### config.mk
export PLATFORM = sky130hd
export DESIGN_NAME = uart_rx_status_data_baud
export DESIGN_NICKNAME = d
export VERILOG_FILES = /design/src/uart_rx_pkg.sv /design/src/baud_rt_tick.sv /design/src/uart_rx_status_data_baud.sv
export SDC_FILE = /design/constraint.sdc
export NUM_CORES = 1
export LEC_CHECK = 0
export BUFFER_PORTS_ARGS = -buffer_cell sky130_fd_sc_hd__buf_2
export CORE_MARGIN = 3
export CORE_UTILIZATION = 45
export DETAILED_ROUTE_END_ITERATION = 10
export SLEW_MARGIN = 20
export SYNTH_ARGS = -nofsm -noshare
export SYNTH_HDL_FRONTEND = slang
export SYNTH_HIERARCHICAL = 1
export SYNTH_SLANG_ARGS = --single-unit
### constraint.sdc
create_clock -name clk_sys_i -period 5 [get_ports clk_sys_i]
set_clock_uncertainty 0.1 [all_clocks]
set_input_delay 1 -clock clk_sys_i [delete_from_list [all_inputs] [get_ports clk_sys_i]]
set_output_delay 1 -clock clk_sys_i [all_outputs]
set_load 0.1 [all_outputs]
### src/uart_rx_pkg.sv
// Constants shared by the serial receiver status block and its sample-tick generator.
// Assumes a word-addressed Avalon-MM slave; the byte address is four times the index.
package uart_rx_pkg;
  // Register word indices.
  localparam int ADDR_W = 5;
  localparam logic [4:0] IDX_CONTROL_TWO = 5'h13;
  localparam logic [4:0] IDX_CONTROL_THREE = 5'h14;
  localparam logic [4:0] IDX_DATA_BUFFER = 5'h15;
  localparam logic [4:0] IDX_STATUS_ONE = 5'h16;
  localparam logic [4:0] IDX_STATUS_TWO = 5'h17;
  localparam logic [4:0] IDX_BAUD = 5'h18;
  localparam logic [4:0] IDX_FRAME_CFG = 5'h19;
  // Field positions.
  localparam int CT2_FULL_IE = 5;
  localparam int CT2_IDLE_IE = 4;
  localparam int CT2_RX_EN = 2;
  localparam int CT3_NINTH = 7;
  localparam int CT3_OVR_IE = 3;
  localparam int CT3_NOISE_IE = 2;
  localparam int CT3_FRAME_IE = 1;
  localparam int CT3_PARITY_IE = 0;
  localparam int ST1_FULL = 5;
  localparam int ST1_IDLE = 4;
  localparam int ST1_OVR = 3;
  localparam int ST1_NOISE = 2;
  localparam int ST1_FRAME = 1;
  localparam int ST1_PARITY = 0;
  localparam int ST2_BREAK = 1;
  localparam int ST2_RPF = 0;
  localparam int BAUD_LIN = 6;
  localparam int BAUD_PRE_LSB = 4;
  localparam int CFG_NINE = 0;
  localparam int CFG_PAR_EN = 1;
  localparam int CFG_PAR_ODD = 2;
  // Reset values and writable bit masks.
  localparam logic [7:0] CT2_RESET = 8'h00;
  localparam logic [7:0] CT3_RESET = 8'h00;
  localparam logic [7:0] BAUD_RESET = 8'h00;
  localparam logic [7:0] CFG_RESET = 8'h00;
  localparam logic [7:0] CT2_WMASK = 8'h34;
  localparam logic [7:0] CT3_WMASK = 8'h0F;
  localparam logic [7:0] BAUD_WMASK = 8'h77;
  localparam logic [7:0] CFG_WMASK = 8'h07;
  // Baud prescaler divisors per select code.
  localparam logic [3:0] BPD_CODE0 = 4'h1;
  localparam logic [3:0] BPD_CODE1 = 4'h3;
  localparam logic [3:0] BPD_CODE2 = 4'h4;
  localparam logic [3:0] BPD_CODE3 = 4'hD;
  // Sixteen sample ticks per bit: 64 / 16 leaves a base divide of four.
  localparam int RT_BASE_DIV = 4;
  localparam logic [3:0] FIRST_SAMPLE_SLOT = 4'h0;
  localparam logic [3:0] START_S1 = 4'h2;
  localparam logic [3:0] START_S2 = 4'h4;
  localparam logic [3:0] START_S3 = 4'h6;
  localparam logic [3:0] DATA_S1 = 4'h7;
  localparam logic [3:0] DATA_S2 = 4'h8;
  localparam logic [3:0] DATA_S3 = 4'h9;
  localparam logic [3:0] SLOT_LAST = 4'hF;
  // Character, idle and LIN break lengths in bits.
  localparam logic [3:0] BITS_8 = 4'h8;
  localparam logic [3:0] BITS_9 = 4'h9;
  localparam logic [3:0] IDLE_BITS_8 = 4'hA;
  localparam logic [3:0] IDLE_BITS_9 = 4'hB;
  localparam logic [3:0] LIN_BRK_8 = 4'hD;
  localparam logic [3:0] LIN_BRK_9 = 4'hE;
  // Receiver sequencer states.
  typedef enum logic [2:0] {RX_IDLE, RX_START, RX_DATA, RX_STOP, RX_BRK_EXT} rx_state_t;
endpackage

### src/baud_rt_tick.sv
// Sample-tick generator: one pulse per receiver sample slot (16 per bit).
// Assumes the select inputs come from registers on the same clock.
`timescale 1ns/100ps
module baud_rt_tick
  import uart_rx_pkg::*;
#(
  parameter int DIV_W = 13
) (
  // Clock and reset.
  input wire logic clk_sys_i,
  input wire logic rst_b_i,
  // Divisor selects.
  input wire logic [1:0] prescale_sel_i,
  input wire logic [2:0] divisor_sel_i,
  // Sample tick.
  output logic rt_tick_o
);
  logic [3:0] bpd;
  logic [DIV_W-1:0] period;
  logic [DIV_W-1:0] cnt_r;
  logic tick_r;

  // Prescaler divisor lookup.
  always_comb begin
    case (prescale_sel_i)
      2'h0: bpd = BPD_CODE0;
      2'h1: bpd = BPD_CODE1;
      2'h2: bpd = BPD_CODE2;
      default: bpd = BPD_CODE3;
    endcase
  end

  // Clocks per slot: base times prescaler times two to the divisor code.
  assign period = DIV_W'(RT_BASE_DIV * int'(bpd)) << divisor_sel_i;

  // Free-running slot counter; a select change applies to the slot in progress, wrapping at once if past the new end.
  always_ff @(posedge clk_sys_i) begin
    if (!rst_b_i) begin
      cnt_r <= '0;
      tick_r <= 1'b0;
    end else if (cnt_r >= DIV_W'(period - 1'b1)) begin
      cnt_r <= '0;
      tick_r <= 1'b1;
    end else begin
      cnt_r <= cnt_r + 1'b1;
      tick_r <= 1'b0;
    end
  end

  assign rt_tick_o = tick_r;
endmodule // baud_rt_tick

### src/uart_rx_status_data_baud.sv
// Serial receiver with status flags, shared data buffer and baud select.
// Assumes a word-addressed Avalon-MM master on clk_sys_i and an async RxD pin.
// Operation
// - Completed character sets receive-full flag.
// - Receive-full with enable raises receiver interrupt.
// - Full clears by status-one read, data read.
// - Idle flag after 10 or 11 ones.
// - Idle with enable raises receiver interrupt.
// - Idle clears by status-one read, data read.
// - Idle re-arms only after a valid character.
// - Overrun on new character while full; discard.
// - Overrun with enable raises error interrupt.
// - Overrun clears only if seen at status read.
// - Noise flag, interrupt, read-sequence clear.
// - Zero stop bit sets framing error flag.
// - Parity mismatch sets parity error flag.
// - Break sets break, framing and full flags.
// - Break forces ninth bit zero in nine-bit.
// - Break flag never interrupts; status-two read, data read clears.
// - Break re-arms after line returns high.
// - Zero in first slot sets in-progress flag.
// - False start or idle clears in-progress flag.
// - One address: read received, write transmit data.
// - LIN select needs 13 or 14 zero bits.
// - Prescale select gives 1, 3, 4, 13.
// - Divisor select gives two to the code.
//
// The Avalon-MM interface to the registers was chosen for this implementation.
`timescale 1ns/100ps
module uart_rx_status_data_baud
  import uart_rx_pkg::*;
#(
  parameter int DIV_W = 13
) (
  // Clock and reset.
  input wire logic clk_sys_i,
  input wire logic rst_b_i,
  // Avalon-MM slave.
  input wire logic [ADDR_W-1:0] avs_address_i,
  input wire logic avs_read_i,
  input wire logic avs_write_i,
  input wire logic [31:0] avs_writedata_i,
  input wire logic [3:0] avs_byteenable_i,
  output logic [31:0] avs_readdata_o,
  output logic avs_waitrequest_o,
  // Serial line.
  input wire logic rxd_i,
  // Transmit data to the transmitter.
  output logic [7:0] tx_data_o,
  output logic tx_load_o,
  // Interrupt requests.
  output logic rx_irq_o,
  output logic err_irq_o
);
  logic ack_r;
  logic rd_acc;
  logic wr_acc;
  logic st1_rd;
  logic st2_rd;
  logic dat_rd;
  logic [7:0] wdat;
  logic [7:0] rd_nxt;
  logic [31:0] readdata_r;
  logic [7:0] ctl2_r;
  logic [7:0] ctl3_r;
  logic [7:0] baud_reg_r;
  logic [7:0] cfg_r;
  logic [7:0] tx_data_r;
  logic tx_load_r;
  logic [7:0] rx_data_r;
  logic rx_ninth_bit_r;
  logic [5:0] st1_r;
  logic [5:0] st1_nxt;
  logic [5:0] set1;
  logic [5:0] arm1_r;
  logic break_flag_r;
  logic arm2_r;
  logic [2:0] sync_r;
  logic rx_line_r;
  logic rt_tick;
  rx_state_t state_r;
  logic [3:0] rt_cnt_r;
  logic [3:0] bit_cnt_r;
  logic [3:0] zero_cnt_r;
  logic [1:0] smp_r;
  logic [2:0] vote;
  logic maj;
  logic unan;
  logic [8:0] data_sh_r;
  logic noise_acc_r;
  logic seen_high_r;
  logic brk_armed_r;
  logic rx_in_progress_flag_r;
  logic done_r;
  logic done_fe_r;
  logic done_brk_r;
  logic done_nf_r;
  logic [7:0] idle_cnt_r;
  logic [7:0] idle_target;
  logic idle_hit;
  logic idle_allow_r;
  logic full_busy;
  logic load;
  logic par_bad;
  logic ch_zero;
  logic rx_en;
  logic nine;
  logic lin_slave_break_sel;
  logic [3:0] nbits;
  logic [7:0] ch_data;

  assign rx_en = ctl2_r[CT2_RX_EN];
  assign nine = cfg_r[CFG_NINE];
  assign lin_slave_break_sel = baud_reg_r[BAUD_LIN];
  assign nbits = nine ? BITS_9 : BITS_8;

  // Bus handshake: one wait cycle, then the access completes.
  assign avs_waitrequest_o = (avs_read_i | avs_write_i) & ~ack_r;
  assign rd_acc = avs_read_i & ack_r;
  assign wr_acc = avs_write_i & ack_r & avs_byteenable_i[0];
  assign wdat = avs_writedata_i[7:0];
  assign st1_rd = rd_acc && (avs_address_i == IDX_STATUS_ONE);
  assign st2_rd = rd_acc && (avs_address_i == IDX_STATUS_TWO);
  assign dat_rd = rd_acc && (avs_address_i == IDX_DATA_BUFFER);
  assign avs_readdata_o = readdata_r;

  always_ff @(posedge clk_sys_i) begin
    if (!rst_b_i) begin
      ack_r <= 1'b0;
    end else begin
      ack_r <= (avs_read_i | avs_write_i) & ~ack_r;
    end
  end

  // Read multiplexer; unmapped addresses read as zero.
  always_comb begin
    case (avs_address_i)
      IDX_CONTROL_TWO: rd_nxt = ctl2_r;
      IDX_CONTROL_THREE: rd_nxt = {rx_ninth_bit_r, ctl3_r[6:0]};
      IDX_DATA_BUFFER: rd_nxt = rx_data_r;
      IDX_STATUS_ONE: rd_nxt = {2'h0, st1_r};
      IDX_STATUS_TWO: rd_nxt = {6'h00, break_flag_r, rx_in_progress_flag_r};
      IDX_BAUD: rd_nxt = baud_reg_r;
      IDX_FRAME_CFG: rd_nxt = cfg_r;
      default: rd_nxt = 8'h00;
    endcase
  end

  // Read data is captured in the wait cycle and stands at the completing edge.
  always_ff @(posedge clk_sys_i) begin
    if (!rst_b_i) begin
      readdata_r <= 32'h0000_0000;
    end else if (avs_read_i & ~ack_r) begin
      readdata_r <= {24'h00_0000, rd_nxt};
    end
  end

  // Control, baud and frame configuration registers.
  always_ff @(posedge clk_sys_i) begin
    if (!rst_b_i) begin
      ctl2_r <= CT2_RESET;
      ctl3_r <= CT3_RESET;
      baud_reg_r <= BAUD_RESET;
      cfg_r <= CFG_RESET;
    end else if (wr_acc) begin
      case (avs_address_i)
        IDX_CONTROL_TWO: ctl2_r <= wdat & CT2_WMASK;
        IDX_CONTROL_THREE: ctl3_r <= wdat & CT3_WMASK;
        IDX_BAUD: baud_reg_r <= wdat & BAUD_WMASK;
        IDX_FRAME_CFG: cfg_r <= wdat & CFG_WMASK;
        default: ;
      endcase
    end
  end

  // Transmit side of the shared buffer; contents survive reset.
  always_ff @(posedge clk_sys_i) begin
    if (wr_acc && (avs_address_i == IDX_DATA_BUFFER)) begin
      tx_data_r <= wdat;
    end
  end

  always_ff @(posedge clk_sys_i) begin
    if (!rst_b_i) begin
      tx_load_r <= 1'b0;
    end else begin
      tx_load_r <= wr_acc && (avs_address_i == IDX_DATA_BUFFER);
    end
  end

  assign tx_data_o = tx_data_r;
  assign tx_load_o = tx_load_r;

  // Pin synchroniser: a change counts once the second and third stages agree.
  always_ff @(posedge clk_sys_i) begin
    if (!rst_b_i) begin
      sync_r <= 3'h7;
      rx_line_r <= 1'b1;
    end else begin
      sync_r <= {sync_r[1:0], rxd_i};
      if (sync_r[1] == sync_r[2]) begin
        rx_line_r <= sync_r[2];
      end
    end
  end

  baud_rt_tick #(
    .DIV_W(DIV_W)
  ) u_tick (
    .clk_sys_i(clk_sys_i),
    .rst_b_i(rst_b_i),
    .prescale_sel_i(baud_reg_r[BAUD_PRE_LSB +: 2]),
    .divisor_sel_i(baud_reg_r[2:0]),
    .rt_tick_o(rt_tick)
  );

  // Three-sample vote; disagreement among the samples marks noise.
  assign vote = {smp_r, rx_line_r};
  assign maj = (vote[0] & vote[1]) | (vote[0] & vote[2]) | (vote[1] & vote[2]);
  assign unan = (&vote) | ~(|vote);
  assign ch_data = nine ? data_sh_r[7:0] : data_sh_r[8:1];
  assign ch_zero = nine ? ~(|data_sh_r) : ~(|data_sh_r[8:1]);

  // Receive sequencer: start search, start check, data, stop, LIN break extension.
  always_ff @(posedge clk_sys_i) begin
    if (!rst_b_i) begin
      state_r <= RX_IDLE;
      rt_cnt_r <= 4'h0;
      bit_cnt_r <= 4'h0;
      zero_cnt_r <= 4'h0;
      smp_r <= 2'h3;
      data_sh_r <= 9'h000;
      noise_acc_r <= 1'b0;
      seen_high_r <= 1'b0;
      brk_armed_r <= 1'b0;
      rx_in_progress_flag_r <= 1'b0;
      done_r <= 1'b0;
      done_fe_r <= 1'b0;
      done_brk_r <= 1'b0;
      done_nf_r <= 1'b0;
    end else begin
      done_r <= 1'b0;
      done_fe_r <= 1'b0;
      done_brk_r <= 1'b0;
      done_nf_r <= 1'b0;
      if (idle_hit) begin
        rx_in_progress_flag_r <= 1'b0;
      end
      if (!rx_en) begin
        state_r <= RX_IDLE;
        seen_high_r <= 1'b0;
      end else if (rt_tick) begin
        rt_cnt_r <= rt_cnt_r + 1'b1;
        if (rx_line_r) begin
          brk_armed_r <= 1'b1;
        end
        if ((state_r == RX_START && (rt_cnt_r == START_S1 || rt_cnt_r == START_S2)) ||
            (state_r != RX_START && (rt_cnt_r == DATA_S1 || rt_cnt_r == DATA_S2))) begin
          smp_r <= {smp_r[0], rx_line_r};
        end
        case (state_r)
          RX_IDLE: begin
            rt_cnt_r <= FIRST_SAMPLE_SLOT + 1'b1;
            if (rx_line_r) begin
              seen_high_r <= 1'b1;
            end else if (seen_high_r) begin
              state_r <= RX_START;
              rx_in_progress_flag_r <= 1'b1;
            end
          end
          RX_START: begin
            if (rt_cnt_r == START_S3) begin
              noise_acc_r <= ~unan;
              if (maj) begin
                state_r <= RX_IDLE;
                seen_high_r <= 1'b1;
                rx_in_progress_flag_r <= 1'b0;
              end
            end else if (rt_cnt_r == SLOT_LAST) begin
              state_r <= RX_DATA;
              bit_cnt_r <= 4'h0;
            end
          end
          RX_DATA: begin
            if (rt_cnt_r == DATA_S3) begin
              data_sh_r <= {maj, data_sh_r[8:1]};
              noise_acc_r <= noise_acc_r | ~unan;
            end else if (rt_cnt_r == SLOT_LAST) begin
              bit_cnt_r <= bit_cnt_r + 1'b1;
              if (bit_cnt_r == nbits - 1'b1) begin
                state_r <= RX_STOP;
              end
            end
          end
          RX_STOP: begin
            if (rt_cnt_r == DATA_S3) begin
              done_nf_r <= noise_acc_r | ~unan;
              seen_high_r <= 1'b0;
              state_r <= RX_IDLE;
              if (maj) begin
                done_r <= 1'b1;
              end else if (!ch_zero || !brk_armed_r) begin
                done_r <= 1'b1;
                done_fe_r <= 1'b1;
              end else if (lin_slave_break_sel) begin
                state_r <= RX_BRK_EXT;
                zero_cnt_r <= nbits + 4'h2;
              end else begin
                done_r <= 1'b1;
                done_brk_r <= 1'b1;
                brk_armed_r <= 1'b0;
              end
            end
          end
          RX_BRK_EXT: begin
            if (rt_cnt_r == DATA_S3) begin
              if (maj) begin
                state_r <= RX_IDLE;
                done_r <= 1'b1;
                done_fe_r <= 1'b1;
              end else if (zero_cnt_r + 1'b1 == (nine ? LIN_BRK_9 : LIN_BRK_8)) begin
                state_r <= RX_IDLE;
                done_r <= 1'b1;
                done_brk_r <= 1'b1;
                brk_armed_r <= 1'b0;
              end else begin
                zero_cnt_r <= zero_cnt_r + 1'b1;
              end
            end
          end
          default: state_r <= RX_IDLE;
        endcase
      end
    end
  end

  // Idle detector: counts sample slots of steady ones while no frame is open.
  assign idle_target = {(nine ? IDLE_BITS_9 : IDLE_BITS_8), 4'h0};
  assign idle_hit = rt_tick && rx_en && rx_line_r && (state_r == RX_IDLE) &&
                    (idle_cnt_r == idle_target - 8'h01);

  always_ff @(posedge clk_sys_i) begin
    if (!rst_b_i) begin
      idle_cnt_r <= 8'h00;
    end else if (!rx_en || state_r != RX_IDLE || !rx_line_r) begin
      idle_cnt_r <= 8'h00;
    end else if (rt_tick && idle_cnt_r != idle_target) begin
      idle_cnt_r <= idle_cnt_r + 8'h01;
    end
  end

  // Idle may only be flagged after a valid character since the last idle or enable.
  always_ff @(posedge clk_sys_i) begin
    if (!rst_b_i || !rx_en) begin
      idle_allow_r <= 1'b0;
    end else if (load) begin
      idle_allow_r <= 1'b1;
    end else if (idle_hit) begin
      idle_allow_r <= 1'b0;
    end
  end

  // Flag set terms; a set in the clearing cycle wins over the clear.
  assign full_busy = st1_r[ST1_FULL] & ~(dat_rd & arm1_r[ST1_FULL]);
  assign load = done_r & ~full_busy;
  assign par_bad = (nine ? ^data_sh_r : ^data_sh_r[8:1]) ^ cfg_r[CFG_PAR_ODD];

  always_comb begin
    set1 = 6'h00;
    set1[ST1_FULL] = done_r;
    set1[ST1_IDLE] = idle_hit & idle_allow_r;
    set1[ST1_OVR] = done_r & full_busy;
    set1[ST1_NOISE] = load & done_nf_r;
    set1[ST1_FRAME] = done_brk_r | (load & done_fe_r);
    set1[ST1_PARITY] = load & cfg_r[CFG_PAR_EN] & ~done_brk_r & par_bad;
    st1_nxt = set1 | (st1_r & ~(dat_rd ? arm1_r : 6'h00));
  end

  // Status-one flags and the snapshot taken by the status read.
  always_ff @(posedge clk_sys_i) begin
    if (!rst_b_i) begin
      st1_r <= 6'h00;
      arm1_r <= 6'h00;
    end else begin
      st1_r <= st1_nxt;
      if (st1_rd) begin
        arm1_r <= st1_r;
      end else if (dat_rd) begin
        arm1_r <= 6'h00;
      end
    end
  end

  // Break flag, cleared by a status-two read followed by a data read.
  always_ff @(posedge clk_sys_i) begin
    if (!rst_b_i) begin
      break_flag_r <= 1'b0;
      arm2_r <= 1'b0;
    end else begin
      break_flag_r <= done_brk_r | (break_flag_r & ~(dat_rd & arm2_r));
      if (st2_rd) begin
        arm2_r <= break_flag_r;
      end else if (dat_rd) begin
        arm2_r <= 1'b0;
      end
    end
  end

  // Receive half of the buffer; an overrunning character is dropped, reset leaves it.
  always_ff @(posedge clk_sys_i) begin
    if (load) begin
      rx_data_r <= done_brk_r ? 8'h00 : ch_data;
      rx_ninth_bit_r <= done_brk_r ? 1'b0 : data_sh_r[8];
    end
  end

  // Interrupt requests; the break flag feeds neither.
  assign rx_irq_o = (st1_r[ST1_FULL] & ctl2_r[CT2_FULL_IE]) |
                    (st1_r[ST1_IDLE] & ctl2_r[CT2_IDLE_IE]);
  assign err_irq_o = (st1_r[ST1_OVR] & ctl3_r[CT3_OVR_IE]) |
                     (st1_r[ST1_NOISE] & ctl3_r[CT3_NOISE_IE]) |
                     (st1_r[ST1_FRAME] & ctl3_r[CT3_FRAME_IE]) |
                     (st1_r[ST1_PARITY] & ctl3_r[CT3_PARITY_IE]);
endmodule // uart_rx_status_data_baud

==> results.md <==
Worst setup path:
- The worst setup path is captured at a flop.
- At the worst endpoint, the required time is 5.22 ns.
- The arrival time of the worst setup path is 4.29 ns.
- The critical path starts at baud_reg_r[5].
- The critical-path maximum fanout is 15.
- The worst setup path is of the reg -> reg kind.
- The worst register-to-register path has a setup slack of 0.93 ns.
- For the worst flop-to-flop path, the logic depth is 12.
- The endpoint identified for the worst register-to-register timing path is u_tick/cnt_r[11].
- Following the worst setup path forward leads to its endpoint at u_tick/cnt_r[11].
- The source of the worst register-to-register timing path is baud_reg_r[5].
- The critical path launch point type is a flop.

Job:
- The max-cap violation count is 0.

Clocking:
- The clock sink count is 118.
- The latest clock arrival within the worst-skew pair is 0.42 ns.
- The clock transition at the register clock pins on the worst setup and hold paths after CTS is 0.05 ns.
- The H-tree level count is 4.
- The clock tree from TritonCTS is yes.
- The post-cts sizing count is 0.
- The number of post-CTS setup repair buffers is 0.
- CTS placed an instance of clkbuf_16 at the clock tree root.
- No sink is reached through more buffers than the 2 on the longest clock path.
- The number of clock buffers added by TritonCTS is 17.
- Hold repair after CTS inserted 0 buffers.

Timing:
- Setup repair after global routing left no endpoint under its margin.
- Counting I/O delays and the setup requirement, the final critical path takes 4.07 ns.
- The final worst setup slack is 0.926 ns.
- The max-slew violation total from the final report is 0.
- The number of failing setup endpoints in the final timing report is 0.
- The tightest slew margin relative to the limit is 30.0%.
- The sum of negative setup slack is 0 ns.
- The count of final hold-check violations is 0.
- The share of the cycle needed by the critical path after routing is 81.5%.
- The transition time at the pin with the least slew margin is 1.05 ns.
- The highest clock frequency the design can meet is 0.245 GHz.

Global route:
- The initial antenna violation count came to 0.
- Across every metal layer, demand over resource in global routing totals 18.7%.
- Entering global routing, the biggest net connects 61 pins.
- The residual overflow from global routing is 0.
- The number of global-route vias before repair was 5096.
- The wire length of the first global-routing pass is 24800 um.

Placement:
- At the end of routability-driven placement, the weighted congestion stood at 0.860.
- At the placement stage, the worst setup path has a slack of 0.976 ns.
- In this run the tool buffered the top-level ports with 38 buffer cells.
- Detailed placement ended at an HPWL of 10900 um.

Die:
- The effective utilization at floorplan is 46.3%.
- The row count is 44.
- For this design the top-level I/O count stands at 90.
- In this run the horizontal extent of the chip is 128 um.
- The floorplan step set the die height to 128 um.
- The core footprint is 14600 um^2.
- The die covers 16500 um^2.

Route:
- Dividing the detail-routed wire length by the instance count gives 15.6 um.
- The number of vias in the routed layout is 5466.
- The detail route stage leaves a number of antenna-violating nets equal to 0.
- The first routing iteration left 513 violations.
- Summed over all layers, the routed wires come to 15200 um.
- The first detailed-routing pass ran for 7 iterations.
- The count of unresolved DRC violations after routing is 0.
- The detailed-route vias per instance is 5.62.

Yosys:
- Synthesis handed over a netlist of 762 instances.
- The number of synthesized register bits is 118.
- The synthesized area per cell is 8.86 um^2.
- In the post-synthesis netlist, the biggest area contributors are dfxtp_1 30%, edfxtp_1 7.6%, mux2i_1 5.8%.
- For this run, the register share of the synthesized area comes to 37.5%.
- dfxtp_1 is the most common cell in the netlist.
- The synthesized netlist occupies a cell area of 6750 um^2.
- By count the netlist is led by 101 x dfxtp_1, 91 x nor2_1, 59 x nand2_1.
- Counting flops with a built-in enable in the synthesized netlist gives 17.
- The total number of yosys warnings is 6.
- Counting distinct cell types in the post-synthesis netlist gives 79.
- The share of synthesized area in the top cell type comes to 29.9%.
- The synthesized design spends more area on one cell type than any other, namely dfxtp_1.
- Among all flip-flop cells after synthesis, the most frequent one is dfxtp_1.
- For this run, asynchronously set or reset flops after synthesis account for 0%.

Run status:
- The flow ran to the end, and the final reports show no timing, DRC or antenna violations.

Power:
- The static power due to leakage is 2.70 nW.
- The power density over cell area is 321 nW/um^2.
- The worst vdd rail ir drop is 216 uV.

Final layout:
- The fraction of layout cells with a size suffix above 1 is 11.4%.
- The growth of design area from synthesis to finish is 10.7%.
- The number of diodes is 0.
- The net count reported at finish is 851.

Min path:
- The path class of the lowest-slack min-delay path is reg -> reg.
[worst min path at each step]
stage / start / endpoint / slack, ns / cells after the start
5_1_grt: sync_r[0] / sync_r[1] / 0.34 / 1
4_1_cts: sync_r[0] / sync_r[1] / 0.30 / 1
3_5_place_dp: sync_r[0] / sync_r[1] / 0.30 / 1
2_1_floorplan: sync_r[0] / sync_r[1] / 0.29 / 1
3_3_place_gp: sync_r[0] / sync_r[1] / 0.31 / 1
6_report: sync_r[0] / sync_r[1] / 0.30 / 1
[registers in the layout (all words and copies together), names as in the netlist, 4 cells and up]
name,count
zero_cnt_r,4
st1_r,6
data_sh_r,9
baud_reg_r,6
idle_cnt_r,8
tx_data_o,8
u_tick/cnt_r,13
rx_data_r,8
rt_cnt_r,4
bit_cnt_r,4
arm1_r,6
ctl3_r,4
avs_readdata_o,8
[cell usage in the layout, fill, tap and decap left out, drive strengths merged, types with 10 or more instances in the layout]
master,synthesis,routed
dfxtp,101,101
nor2,93,93
nand2,60,60
buf,37,41
mux2i,39,39
a21oi,34,34
nand3,29,29
ha,29,29
xnor2,26,26
conb,1,24
inv,23,24
a22oi,22,22
clkbuf,32,21
o21ai,19,19
a211oi,18,18
edfxtp,17,17
nand4,16,16
nor3,15,15
nand3b,11,11
nor2b,10,10
[layer usage]
layer	global-route usage [%]	vias to the layer above	part of all wire (%)
li1	-	2742	-
met1	24.4	2537	46
met2	29.5	156	46
met3	4.07	31	5.3
met4	8.86	0	2.6
met5	0	-	0
[cells by family after synthesis]
logic type	synth area share [%]
and+or+nand+nor	23.3
AOI/OAI and AO/OA	15.4
adders and majority gates	5.73
xor gates and xnor gates	4.89
buffers and inverters	7.13
muxes	5.95
other	0.0555
DFF	37.5
[stage by stage]
step	hold WS [ns]	utilization (%)	instances	power, mW	cell area, um^2
finish	0.303	51.2	973	2.40	7480
global placement	0.308	47.2	941	1.21	6890
CTS	0.302	51.2	973	2.43	7480
global route	0.336	51.2	973	2.49	7480
detailed placement	0.297	47.2	941	1.21	6890
floorplan	0.286	-	785	1.20	6840
[critical path: stages, from the launching register on]
cell      delay [ns]
dfxtp_1         0.68
inv_1           0.18
maj3_1          0.35
nand2_1         0.08
ha_1            0.42
nor2_1          0.15
a32o_1          0.31
a22oi_1         0.22
ha_1            0.28
a211oi_1        0.24
nor2_1          0.09
or3b_1          0.56
a211oi_1        0.31
[layout make-up]
type / count / area (um^2)
Sequential cell: 118 / 2530
Multi-Input combinational cell: 574 / 3820
Clock inverter: 11 / 126
Tap cell: 184 / 230
Clock buffer: 21 / 460
Fill cell: 1348 / 7110
Timing Repair Buffer: 41 / 213
Inverter: 24 / 90.1
[report_power, final]
group	total, mW	switching (mW)	internal, mW
combinational	0.201	0.160	0.0416
sequential	0.993	0.0185	0.975
clock	1.21	0.446	0.760
Note: power is estimated with default switching activity, not from simulation.
